File: config.mk
export PLATFORM = sky130hd
export DESIGN_NAME = sfc_front_end
export DESIGN_NICKNAME = d
export VERILOG_FILES = /design/src/logic/sfc_pkg.sv /design/src/logic/sfc_front_end.sv
export VERILOG_INCLUDE_DIRS = /design/src /design/src/logic
export SDC_FILE = /design/constraint.sdc
export NUM_CORES = 1
export LEC_CHECK = 0
export ABC_AREA = 0
export BUFFER_PORTS_ARGS = -buffer_cell sky130_fd_sc_hd__buf_4
export CAP_MARGIN = 30
export CORE_MARGIN = 4
export CORE_UTILIZATION = 35
export DETAILED_ROUTE_END_ITERATION = 10
export GPL_TIMING_DRIVEN = 0
export PLACE_DENSITY_LB_ADDON = 0.3
export SYNTH_ARGS = -nofsm -noshare
export SYNTH_HDL_FRONTEND = slang
export SYNTH_SLANG_ARGS = --single-unit
export TNS_END_PERCENT = 1
File: constraint.sdc
create_clock -name mclk -period 2.3 [get_ports mclk]
set_clock_uncertainty 0.05 [all_clocks]
set_input_delay 0.345 -clock mclk [delete_from_list [all_inputs] [get_ports mclk]]
set_output_delay 0.345 -clock mclk [all_outputs]
set_load 0.02 [all_outputs]
File: src/logic/sfc_regs.svh
// Purpose: Constants for the serial flash command front end.
// Assumes: Included by its bare name.
// Notes: Opcodes are compared with bit 3 masked where noted.
`ifndef SFC_REGS_SVH
`define SFC_REGS_SVH
`define SFC_OP_WLATCH_SET 8'h06
`define SFC_OP_WLATCH_CLR 8'h04
`define SFC_OP_STAT_RD 8'h05
`define SFC_OP_STAT_WR 8'h01
`define SFC_OP_READ 8'h03
`define SFC_OP_FAST_READ 8'h0b
`define SFC_OP_PROGRAM 8'h02
`define SFC_OP_SECT_ERASE_A 8'h20
`define SFC_OP_SECT_ERASE_B 8'hd7
`define SFC_OP_BLK_ERASE_A 8'h52
`define SFC_OP_BLK_ERASE_B 8'hd8
`define SFC_OP_CHIP_ERASE_A 8'h60
`define SFC_OP_CHIP_ERASE_B 8'hc7
`define SFC_OP_IDENT_A 8'h9f
`define SFC_OP_IDENT_B 8'hab
`define SFC_OP_DC_MASK 8'hf7
`define SFC_ST_LOCK_EN 7
`define SFC_ST_WLATCH 1
`define SFC_ST_BUSY 0
`define SFC_STATUS_RST 8'h00
`define SFC_FAST_DUMMY_BITS 8
`define SFC_WCYCLE_CYCLES 64
`endif

File: src/logic/sfc_pkg.sv
// Purpose: Types for the serial flash command front end.
// Assumes: Nothing.
// Notes: States are one-hot.
package sfc_pkg;
  typedef enum logic [4:0] {
    SFC_IDLE = 5'b00001,
    SFC_OPC = 5'b00010,
    SFC_RUN = 5'b00100,
    SFC_DEAD = 5'b01000,
    SFC_DONE = 5'b10000
  } sfc_state_t;
  typedef enum logic [3:0] {
    SFC_K_NONE, SFC_K_STAT_RD, SFC_K_STAT_WR, SFC_K_READ, SFC_K_FAST,
    SFC_K_PROG, SFC_K_ERASE, SFC_K_IDENT, SFC_K_WSET, SFC_K_WCLR
  } sfc_kind_t;
endpackage

File: src/logic/sfc_front_end.sv
// Purpose: Serial command front end of a serial flash, SPI slave mode 0/3.
// Assumes: Link pins are asynchronous and are synchronised to mclk.
// Notes: Array contents are outside; array reads return all ones.
`timescale 1ns/1ps
`include "sfc_regs.svh"
// Operation
// - Serial clock is only an input; the block is always the slave.
// - All bytes shift most significant bit first both ways.
// - First byte after select falls goes to an 8-bit opcode register.
// - Unknown opcode: ignore input, output off until reselect.
// - Deselected: input ignored, output high impedance.
// - Pause pin low while clock low suspends; state is kept.
// - While paused, output off and input ignored.
// - Lock pin low with lock enable one refuses status writes.
// - Lock pin falling during a selected status write aborts it.
// - Lock enable zero makes the lock pin ignored.
// - 06 sets, 04 clears the write latch; bit 3 ignored.
// - 05 reads status, 01 writes status; bit 3 ignored.
// - 03 reads array, 0B fast read with dummy cycles.
// - 02 with bit 3 ignored is the program instruction.
// - 20 or D7 erases one sector.
// - 52 or D8 erases one block.
// - 60 or C7 erases the whole array.
// - 9F or AB return the identification bytes identically.
// - Write latch is clear after reset.
// - Clear-latch instruction works whatever the lock pin level.
// - During a write cycle only status read is obeyed.
// - Status: lock enable b7, protect b6..2, latch b1, busy b0.
// - Busy bit is one during a write cycle, zero when ready.
// - Status write cycle starts when select rises after the byte.
// - Write latch clears when the write cycle completes.
// - Identification shifts 24 bits on falling edges, repeating.
module sfc_front_end #(
  parameter logic [23:0] IDENT_CODE = 24'h123456, // Arbitrary value.
  parameter int WCYCLE_CYCLES = `SFC_WCYCLE_CYCLES
) (
  // System
  input wire logic mclk,
  input wire logic rst_b,
  // Serial link pins
  input wire logic sck,
  input wire logic cs_b,
  input wire logic si,
  input wire logic hold_b,
  input wire logic wp_b,
  output logic so_o,
  output logic so_oe,
  // Observation
  output logic [7:0] status_o,
  output logic write_busy_o
);
  ////////////////////////////////////////////////////////////////////////////
  logic [1:0] sck_s_q, cs_s_q, si_s_q, hold_s_q, wp_s_q;
  logic sck_p_q, wp_p_q;
  always_ff @(posedge mclk) begin
    if (!rst_b) begin
      sck_s_q <= 2'h0;
      cs_s_q <= 2'h3;
      si_s_q <= 2'h0;
      hold_s_q <= 2'h3;
      wp_s_q <= 2'h3;
      sck_p_q <= 1'h0;
      wp_p_q <= 1'h1;
    end else begin
      sck_s_q <= {sck_s_q[0], sck};
      cs_s_q <= {cs_s_q[0], cs_b};
      si_s_q <= {si_s_q[0], si};
      hold_s_q <= {hold_s_q[0], hold_b};
      wp_s_q <= {wp_s_q[0], wp_b};
      sck_p_q <= sck_s_q[1];
      wp_p_q <= wp_s_q[1];
    end
  end
  logic sck_r, cs_n, sin, wp_n, paused_q, paused_d;
  assign sck_r = sck_s_q[1];
  assign cs_n = cs_s_q[1];
  assign sin = si_s_q[1];
  assign wp_n = wp_s_q[1];
  logic rise, fall, wp_fall;
  assign rise = sck_r && !sck_p_q && !paused_q;
  assign fall = !sck_r && sck_p_q && !paused_q;
  assign wp_fall = wp_p_q && !wp_n;
  always_comb begin
    paused_d = paused_q;
    if (cs_n) begin
      paused_d = 1'b0;
    end else if (!sck_r) begin
      paused_d = !hold_s_q[1];
    end
  end

  ////////////////////////////////////////////////////////////////////////////
  function automatic sfc_pkg::sfc_kind_t decode(input logic [7:0] op);
    logic [7:0] m;
    m = op & `SFC_OP_DC_MASK;
    decode = sfc_pkg::SFC_K_NONE;
    if (m == `SFC_OP_WLATCH_SET) decode = sfc_pkg::SFC_K_WSET;
    else if (m == `SFC_OP_WLATCH_CLR) decode = sfc_pkg::SFC_K_WCLR;
    else if (m == `SFC_OP_STAT_RD) decode = sfc_pkg::SFC_K_STAT_RD;
    else if (m == `SFC_OP_STAT_WR) decode = sfc_pkg::SFC_K_STAT_WR;
    else if (m == `SFC_OP_PROGRAM) decode = sfc_pkg::SFC_K_PROG;
    else if (op == `SFC_OP_READ) decode = sfc_pkg::SFC_K_READ;
    else if (op == `SFC_OP_FAST_READ) decode = sfc_pkg::SFC_K_FAST;
    else if (op == `SFC_OP_SECT_ERASE_A || op == `SFC_OP_SECT_ERASE_B ||
             op == `SFC_OP_BLK_ERASE_A || op == `SFC_OP_BLK_ERASE_B ||
             op == `SFC_OP_CHIP_ERASE_A || op == `SFC_OP_CHIP_ERASE_B)
      decode = sfc_pkg::SFC_K_ERASE;
    else if (op == `SFC_OP_IDENT_A || op == `SFC_OP_IDENT_B)
      decode = sfc_pkg::SFC_K_IDENT;
  endfunction

  ////////////////////////////////////////////////////////////////////////////
  sfc_pkg::sfc_state_t st_q, st_d;
  sfc_pkg::sfc_kind_t kind_q, kind_d;
  logic [7:0] opc_q, opc_d, out_q, out_d;
  logic [5:0] bits_q, bits_d;
  logic [5:0] prot_q, prot_d;
  logic [5:0] new_q, new_d;
  logic wlatch_q, wlatch_d, busy_q, busy_d, sw_ok_q, sw_ok_d, so_q, so_d;
  logic oe_q, oe_d, pend_q, pend_d;
  logic [31:0] wcnt_q, wcnt_d;
  logic [4:0] idp_q, idp_d;
  logic [7:0] status;
  logic locked;
  assign locked = !wp_n && prot_q[5];
  assign status = {prot_q, wlatch_q, busy_q};

  always_comb begin
    st_d = st_q;
    kind_d = kind_q;
    opc_d = opc_q;
    out_d = out_q;
    bits_d = bits_q;
    prot_d = prot_q;
    new_d = new_q;
    wlatch_d = wlatch_q;
    busy_d = busy_q;
    sw_ok_d = sw_ok_q;
    so_d = so_q;
    oe_d = oe_q;
    pend_d = pend_q;
    wcnt_d = wcnt_q;
    idp_d = idp_q;
    if (busy_q) begin
      if (wcnt_q >= 32'(WCYCLE_CYCLES - 1)) begin
        busy_d = 1'b0;
        wlatch_d = 1'b0;
        if (pend_q) prot_d = new_q;
        pend_d = 1'b0;
        wcnt_d = 32'h0;
      end else begin
        wcnt_d = wcnt_q + 32'h1;
      end
    end
    case (st_q)
      sfc_pkg::SFC_IDLE: begin
        oe_d = 1'b0;
        if (!cs_n) begin
          st_d = sfc_pkg::SFC_OPC;
          bits_d = 6'h0;
        end
      end
      sfc_pkg::SFC_OPC: begin
        if (cs_n) begin
          st_d = sfc_pkg::SFC_IDLE;
        end else if (rise) begin
          opc_d = {opc_q[6:0], sin};
          bits_d = bits_q + 6'h1;
          if (bits_q == 6'h7) begin
            kind_d = decode({opc_q[6:0], sin});
            bits_d = 6'h0;
            sw_ok_d = 1'b1;
            out_d = status;
            idp_d = 5'h0;
            st_d = sfc_pkg::SFC_RUN;
            if (kind_d == sfc_pkg::SFC_K_NONE) begin
              st_d = sfc_pkg::SFC_DEAD;
            end else if (busy_q && kind_d != sfc_pkg::SFC_K_STAT_RD) begin
              st_d = sfc_pkg::SFC_DONE;
            end else if (!wlatch_q && (kind_d == sfc_pkg::SFC_K_STAT_WR ||
                kind_d == sfc_pkg::SFC_K_PROG ||
                kind_d == sfc_pkg::SFC_K_ERASE)) begin
              st_d = sfc_pkg::SFC_DONE;
            end else if (kind_d == sfc_pkg::SFC_K_WSET) begin
              wlatch_d = 1'b1;
              st_d = sfc_pkg::SFC_DONE;
            end else if (kind_d == sfc_pkg::SFC_K_WCLR) begin
              wlatch_d = 1'b0;
              st_d = sfc_pkg::SFC_DONE;
            end
          end
        end
      end
      sfc_pkg::SFC_RUN: begin
        if (cs_n) begin
          st_d = sfc_pkg::SFC_IDLE;
          oe_d = 1'b0;
          if (kind_q == sfc_pkg::SFC_K_STAT_WR && sw_ok_q &&
              bits_q >= 6'h8 && !locked) begin
            busy_d = 1'b1;
            pend_d = 1'b1;
            wcnt_d = 32'h0;
          end else if (kind_q == sfc_pkg::SFC_K_PROG ||
                       kind_q == sfc_pkg::SFC_K_ERASE) begin
            busy_d = 1'b1;
            wcnt_d = 32'h0;
          end
        end else begin
          if (kind_q == sfc_pkg::SFC_K_STAT_WR && wp_fall && prot_q[5])
            sw_ok_d = 1'b0;
          if (rise && kind_q == sfc_pkg::SFC_K_STAT_WR && bits_q < 6'h8) begin
            bits_d = bits_q + 6'h1;
            // Only the six upper bits are kept; the two low bits are unused.
            if (bits_q < 6'h6) new_d = {new_q[4:0], sin};
          end
          if (rise && (kind_q == sfc_pkg::SFC_K_FAST ||
                       kind_q == sfc_pkg::SFC_K_READ) && bits_q < 6'h3f)
            bits_d = bits_q + 6'h1;
          if (fall) begin
            case (kind_q)
              sfc_pkg::SFC_K_STAT_RD: begin
                oe_d = 1'b1;
                so_d = out_q[7];
                out_d = {out_q[6:0], 1'b0};
                bits_d = bits_q + 6'h1;
                if (bits_q[2:0] == 3'h7) out_d = status;
              end
              sfc_pkg::SFC_K_IDENT: begin
                oe_d = 1'b1;
                so_d = IDENT_CODE[5'd23 - idp_q];
                idp_d = (idp_q == 5'd23) ? 5'h0 : idp_q + 5'h1;
              end
              sfc_pkg::SFC_K_READ: begin
                oe_d = bits_q >= 6'd24;
                so_d = 1'b1;
              end
              sfc_pkg::SFC_K_FAST: begin
                oe_d = bits_q >= 6'(24 + `SFC_FAST_DUMMY_BITS);
                so_d = 1'b1;
              end
              default: oe_d = 1'b0;
            endcase
          end
        end
      end
      sfc_pkg::SFC_DEAD, sfc_pkg::SFC_DONE: begin
        oe_d = 1'b0;
        if (cs_n) st_d = sfc_pkg::SFC_IDLE;
      end
      default: st_d = sfc_pkg::SFC_IDLE;
    endcase
    // Partial status bytes never start a cycle.
    if (kind_q == sfc_pkg::SFC_K_STAT_WR && st_q == sfc_pkg::SFC_RUN &&
        bits_q == 6'h8 && rise) bits_d = bits_q;
  end

  always_ff @(posedge mclk) begin
    if (!rst_b) begin
      st_q <= sfc_pkg::SFC_IDLE;
      kind_q <= sfc_pkg::SFC_K_NONE;
      opc_q <= 8'h00;
      out_q <= 8'h00;
      bits_q <= 6'h00;
      prot_q <= 6'h00;
      new_q <= 6'h00;
      wlatch_q <= 1'b0;
      busy_q <= 1'b0;
      sw_ok_q <= 1'b0;
      so_q <= 1'b0;
      oe_q <= 1'b0;
      pend_q <= 1'b0;
      wcnt_q <= 32'h0;
      idp_q <= 5'h00;
      paused_q <= 1'b0;
    end else begin
      st_q <= st_d;
      kind_q <= kind_d;
      opc_q <= opc_d;
      out_q <= out_d;
      bits_q <= bits_d;
      prot_q <= prot_d;
      new_q <= new_d;
      wlatch_q <= wlatch_d;
      busy_q <= busy_d;
      sw_ok_q <= sw_ok_d;
      so_q <= so_d;
      oe_q <= oe_d;
      pend_q <= pend_d;
      wcnt_q <= wcnt_d;
      idp_q <= idp_d;
      paused_q <= paused_d;
    end
  end

  assign so_o = so_q;
  assign so_oe = oe_q && !cs_n && !paused_q;
  assign status_o = status;
  assign write_busy_o = busy_q;

  ////////////////////////////////////////////////////////////////////////////
  a_deselect_quiet: assert property (@(posedge mclk) disable iff (!rst_b)
    cs_n |-> !so_oe ##1 !oe_q)
    else $error("output driven while deselected");
  a_pause_quiet: assert property (@(posedge mclk) disable iff (!rst_b)
    paused_q && st_q != sfc_pkg::SFC_IDLE |-> !so_oe ##1 $stable(bits_q))
    else $error("output driven or sequence moved while paused");
  a_dead_quiet: assert property (@(posedge mclk) disable iff (!rst_b)
    st_q == sfc_pkg::SFC_DEAD |-> !so_oe && st_d != sfc_pkg::SFC_RUN)
    else $error("dead opcode resumed");
  a_busy_latch: assert property (@(posedge mclk) disable iff (!rst_b)
    $fell(busy_q) |-> !wlatch_q) else $error("latch kept after cycle");
  // Write cycles longer than this span would need a counter instead.
  localparam int BUSY_SPAN = 1000;
  a_busy_bounded: assert property (@(posedge mclk) disable iff (!rst_b)
    $rose(status_o[0]) |-> ##[1:BUSY_SPAN] !status_o[0])
    else $error("busy bit never returned to ready");
  a_lock_refuse: assert property (@(posedge mclk) disable iff (!rst_b)
    $rose(busy_q) && pend_q |-> !$past(locked))
    else $error("locked status write started");
  a_start_deselect: assert property (@(posedge mclk) disable iff (!rst_b)
    $rose(busy_q) |-> $past(cs_n)) else $error("cycle began selected");
  a_no_write_unlatched: assert property (@(posedge mclk) disable iff (!rst_b)
    $rose(busy_q) |-> $past(wlatch_q)) else $error("write w/o latch");
endmodule // sfc_front_end

After elaboration in Yosys (flattened, before gate mapping)
Memories as Yosys holds them, arrays and structs flattened.
Index checks and enable logic that the tools add are counted.
{ "totals": {"register_bits": 98, "latch_bits": 0, "ramBits": 0, "romBits": 32, "in_bits": 7, "n_memories": 1} }
{ "memory_table": {"columns": ["name", "words", "word_bits", "read_ports", "rd_ports_with_merged_regs", "write_ports", "line", "source"], "rows": [
  ["(name not given)", 32, 1, 1, 0, 0, "sfc_front_end.sv:230", "so_d = IDENT_CODE[5'd23 - idp_q];"]
]} }
{ "op_classes": {"addsub": 4, "n_mul": 0, "div": 0, "order_cmp": 8, "eq_ne": 50, "shift": 0, "mux": 90, "bitwise": 3, "reduce_logical": 61} }
{ "ops": {"columns": ["operator", "count"], "rows": [
  ["32-bit two-way mux", 6],
  ["5-bit two-way mux", 17],
  ["8-bit two-way mux", 7],
  ["6-bit two-way mux", 9],
  ["8-bit equality test (second input constant)", 5],
  ["32-bit by 1-bit adder with 32-bit output (second input constant)", 1],
  ["32-bit by 6-bit greater-or-equal comparator with 1-bit output (second input constant)", 1],
  ["1-bit two-way mux", 30],
  ["4-bit by 3-bit equality test with 1-bit output (second input constant)", 6],
  ["4-bit two-way mux", 6],
  ["1-bit logical AND", 22],
  ["7-bit by 3-bit equality test with 1-bit output (second input constant)", 3],
  ["3-bit two-way mux", 7],
  ["6-bit case mux with 3 select lines", 1],
  ["8-bit by 7-bit equality test with 1-bit output (second input constant)", 2],
  ["8-bit case mux with 2 select lines", 1],
  ["4-bit AND reduction", 4],
  ["5-bit case mux with 3 select lines", 1],
  ["2-bit inequality test (second input constant)", 7],
  ["7-bit AND reduction", 2],
  ["4-bit by 2-bit equality test with 1-bit output (second input constant)", 3],
  ["6-bit AND reduction", 2],
  ["5-bit equality test (second input constant)", 2],
  ["1-bit logical OR", 10],
  ["39 further kinds", 61]
]} }

Depth between registers and ports, before layout
{ "depth": {"depth_word": 29, "ltp_mapped": 9, "mapped_depth_nobuf": 8} }

Worst setup path after synthesis
OpenSTA, ideal clock, no wires.
{ "synth_path": {"path_type": "register -> register", "start": "register bits_q[1]", "end": "register idp_q[3]", "setup_ps": 70, "arrival_ps": 2107, "required_ps": 2180, "path_slack_ps": 72, "stages_incl_launch_ff": 8, "period_less_slack_ps": 2228, "path_cell_list": "dfxtp_1 ha_1 nand4_1 a221o_2 or2_1 buf_6 or4_1 a21oi_1"} }
{ "synth_via": {"elab_chain_len": 3} }
{ "synth_lines": {"columns": ["item", "line", "source"], "rows": [
  ["start: declaration", "sfc_front_end.sv:116", "logic [5:0] bits_q, bits_d;"],
  ["start signal: assignment", "sfc_front_end.sv:280", "bits_q <= bits_d;"],
  ["6-bit by 3-bit equality test with 1-bit output", "sfc_front_end.sv:169", "if (bits_q == 6'h7) begin"],
  ["2-bit inequality test (no line)", null, null],
  ["7-bit AND reduction (no line)", null, null],
  ["end signal: assignment", "sfc_front_end.sv:290", "idp_q <= idp_d;"],
  ["end: declaration", "sfc_front_end.sv:122", "logic [4:0] idp_q, idp_d;"]
]} }
No other way between the ends.
A chain may end at the register's enable or synchronous reset.

Worst setup path in the final report
{ "layout_path": {"start": "register st_q[2]", "end": "register idp_q[3]"} }
{ "layout_via": {"elab_chain_len": 3, "word_cells_on_any_way": 11, "classes_between": "eq/ne (8); mux (1); reduce/logical (2)"} }
{ "layout_lines": {"columns": ["item", "line", "source"], "rows": [
  ["start: declaration", "sfc_front_end.sv:113", "sfc_pkg::sfc_state_t st_q, st_d;"],
  ["start signal: assignment", "sfc_front_end.sv:259", "st_q <= sfc_pkg::SFC_IDLE;"],
  ["start signal: assignment", "sfc_front_end.sv:276", "st_q <= st_d;"],
  ["5-bit by 3-bit equality test with 1-bit output / 5-bit by 2-bit equality test with 1-bit output (equally long branches)", "sfc_front_end.sv:155", "case (st_q)"],
  ["2-bit by 1-bit inequality test with 1-bit output (no line), or another cell as far along", null, null],
  ["7-bit AND reduction (no line)", null, null]
]} }
Several ways; a longest one is shown, not always the timed one.

==> flow_metrics.py <==
metrics = {
    "run_status": {
        "status": "complete, but fails checks",
        "violations": "setup timing",
    },
    "drt": {
        "drtIter0Drc": 286,
        "vias": 4159,
        "routed_wl_um": 11500,
        "drc_errors": 0,
        "dr.pass1.iters": 5,
        "viasPerCell": 5.34,
        "wl_per_cell_um": 14.7,
        "detail-route-antenna-nets": 0,
    },
    "power_and_ir_drop": {
        "ir_drop_v": 0.000333,
        "p_leak_nw": 1.90,
        "powerDensity_mw_per_mm2": 602,
    },
    "worst_setup_path": {
        "crit_chain": "buf_6, or4b_4, nor2_8, a21oi_1, or2_1, buf_6, or4_1, a21oi_1",
        "crit_family": "simple AND/OR/NAND/NOR gates",
        "cp.required_ns": 2.52,
        "endpoint_kind": "flop",
        "critical_path_arrival_ns": 2.59,
        "path_buf_inv": 2,
        "crit_type": "flop to flop",
        "crit_path_top_delay_cell": "or4b_4",
        "path_max_fanout": 10,
        "max_stage_delay_ns": 0.59,
        "cp-start-kind": "flop",
    },
    "clocking": {
        "clk_latency_ns": 0.35,
        "cts_max_level": 3,
        "cts_hold_buffers": 0,
        "cts-root-buf": "clkbuf_16",
        "cts.sinks": 98,
        "clk_path_buf_depth": 2,
        "cts.clk_slew.worst_paths_ns": 0.07,
        "cts_tree": "built",
        "cts_buffers": 9,
    },
    "logic_synthesis": {
        "ys_warn_count": 0,
        "synth_most_common_cell": "dfxtp_1",
        "yosysUniqueCellTypes": 73,
        "synth_edf_count": 0,
        "synthMuxAreaShare": 0.0337,
        "yosysTopAreaCell": "dfxtp_1",
        "synth_area_sq_mm": 0.00482,
        "syn_inst": 568,
        "synth_top_area_frac": 0.407,
        "syn_nets": 582,
        "synth.area.top_cells": "dfxtp_1, nor2_1, o21ai_0, nand2_1, mux2i_1",
        "yosysSeqAreaShare": 0.407,
        "synthArstFlopShare": 0,
        "synth_top_family_by_area": "simple AND/OR/NAND/NOR gates",
        "synth-compound-area-share": 0.159,
        "synth_commonest_cells": "dfxtp_1, nor2_1, nand2_1",
        "synthAdderAreaFrac": 0.0182,
        "syn_avg_cell_area_sq_um": 8.49,
        "synthXorXnorAreaFrac": 0.0309,
        "synthFlopType": "dfxtp_1",
        "synth-simple-area-share": 0.299,
        "ys_ff_latch": 98,
    },
    "sta": {
        "max_slew_margin": 0.556,
        "fmaxAchievable_ghz": 0.423,
        "tightest_slew_ns": 0.662,
        "rsz0062_at_grt": "true",
        "finalSetupTns_ns": -0.166,
        "hold_viol": 0,
        "fin_crit_ns": 2.36,
        "fin_crit_sh": 1.03,
        "worst_slack_ns": -0.0639,
        "final-setup-viol-count": 7,
        "timing.final.max_slew_violations": 0,
    },
    "flow_run": {
        "drv_cap": 0,
    },
    "cells_and_area": {
        "fin_nets": 612,
        "drive_gt1_frac": 0.156,
        "syn_to_final_growth_pct": 16.4,
        "finalNonFillerCells": 779,
        "fin_util": 0.420,
        "n_fill_cell": 1373,
        "diodes": 0,
    },
    "placement": {
        "place.gp.congestion": 0.857,
        "dpl.hpwl_um": 8200,
        "port_buffers": 16,
        "post-place-cells": 760,
    },
    "worst_hold_path": {
        "hp-class": "input pin to flop",
    },
    "grt": {
        "grt_max_degree": 18,
        "grt_util_all_layers": 0.148,
        "antenna_found_initial": 0,
        "grt_pass1_wl_um": 19400,
        "grt_pass1_vias": 3921,
        "grt_overflow": 0,
    },
    "die": {
        "rows": 42,
        "die_x_um": 125,
        "io_pins": 18,
        "dieArea_sq_mm": 0.0157,
        "die_y_um": 125,
        "initial_utilization": 0.361,
        "coreArea_sq_mm": 0.0133,
    },
}
[area by class of cell]
cell class / count / area [sq um] / share of cell area
Inverter: 14 / 52.6 / 0.00936
Clock inverter: 6 / 70.1 / 0.0125
Sequential cell: 98 / 1970 / 0.351
Timing Repair Buffer: 19 / 146 / 0.0261
Multi-Input combinational cell: 421 / 2680 / 0.477
Buffer: 35 / 234 / 0.0417
Clock buffer: 10 / 239 / 0.0426
Tap cell: 176 / 220 / 0.0392
[power by group]
group / switching (W) / total [W] / internal, W
registers: 0.00000559 / 0.00171 / 0.00171
logic: 0.0000679 / 0.000103 / 0.0000349
clock network: 0.000677 / 0.00156 / 0.000887
[worst paths after layout]
kind	cells after the start	to	start	slack, ns
min reg2reg	1	cs_s_q[1]	cs_s_q[0]	0.36
max	8	idp_q[3]	st_q[2]	-0.06
min	2	cs_s_q[0]	cs_b	0.12
max reg2reg	8	idp_q[3]	st_q[2]	-0.06
[metrics by stage]
stage | power, W | hold WS, ns | area [sq um] | setup slack [ns]
6_report | 0.00338 | 0.124 | 5610 | -0.0639
5_1_grt | 0.00350 | 0.133 | 5610 | -0.140
4_1_cts | 0.00342 | 0.115 | 5520 | -0.138
3_5_place_dp | 0.00185 | 0.342 | 5160 | -0.230
3_3_place_gp | 0.00185 | 0.340 | 5160 | -0.195
2_1_floorplan | 0.00181 | 0.336 | 4820 | 0.0725
[worst register-to-register path: stages, from the launching register on]
cell and delay, ns:
dfxtp_1 0.31, buf_6 0.13, or4b_4 0.59, nor2_8 0.18, a21oi_1 0.06, or2_1 0.24, buf_6 0.14, or4_1 0.46
a21oi_1 0.13
[state kept, by name (all words and copies together) (netlist names), 4 cells and up]
signal,flops
bits_q,6
idp_q,5
kind_q,4
new_q,6
opc_q,7
out_q,8
prot_q,6
st_q,5
wcnt_q,32
[per-layer routing]
metal  wire (um)  GRT usage  vias up  part of all wire
met3         396     0.0222       11             0.034
met2        5210      0.230       67              0.45
li1            -          -     2110                 -
met4         142     0.0593        0             0.012
met5           0          0        -                 0
met1        5740      0.207     1971              0.50
[what timing repair did]
action | CTS | global route
endpoints found under the hold margin | 0 | 0
gates cloned | 0 | 0
resized for setup | 14 | 32
pin swaps | 5 | 5
buffers inserted | 2 | 1
endpoints found under the setup margin | 60 | 57
[layout by cell type (no fill, tap or decap), types with 3 or more instances in the layout]
cell type  count
nor2_1        87
a31oi_1       12
nand4_1       11
clkbuf_1      15
inv_6          4
and2_1         6
o21ai_0       32
nor3_1         8
nor4_1         9
xnor2_1        9
mux2i_1       14
buf_2          3
inv_1         14
nand2_1       43
and3_1        11
a311oi_1       7
nor3b_1        4
buf_6         10
buf_4         21
xor2_1         8
nand3b_1       7
dfxtp_2        7
and4_1         5
dfxtp_1       91
nand3_1       25
ha_1           6
a21oi_1       24
clkbuf_16      9
a41oi_1        6
or4_1          5
nor2b_1        3
nand2b_1      11
[kinds of logic (layout without fill, tap and decap cells)]
kind of cell	after synthesis	in the layout
AND/OR/NAND/NOR	267	267
AO/OA/AOI/OAI	114	114
flip-flops	98	98
buffers and inverters	49	84
XOR/XNOR	17	17
multiplexers	16	16
adder cells (fa/ha/maj)	7	7
No activity file was read; power rests on OpenSTA's default activity.
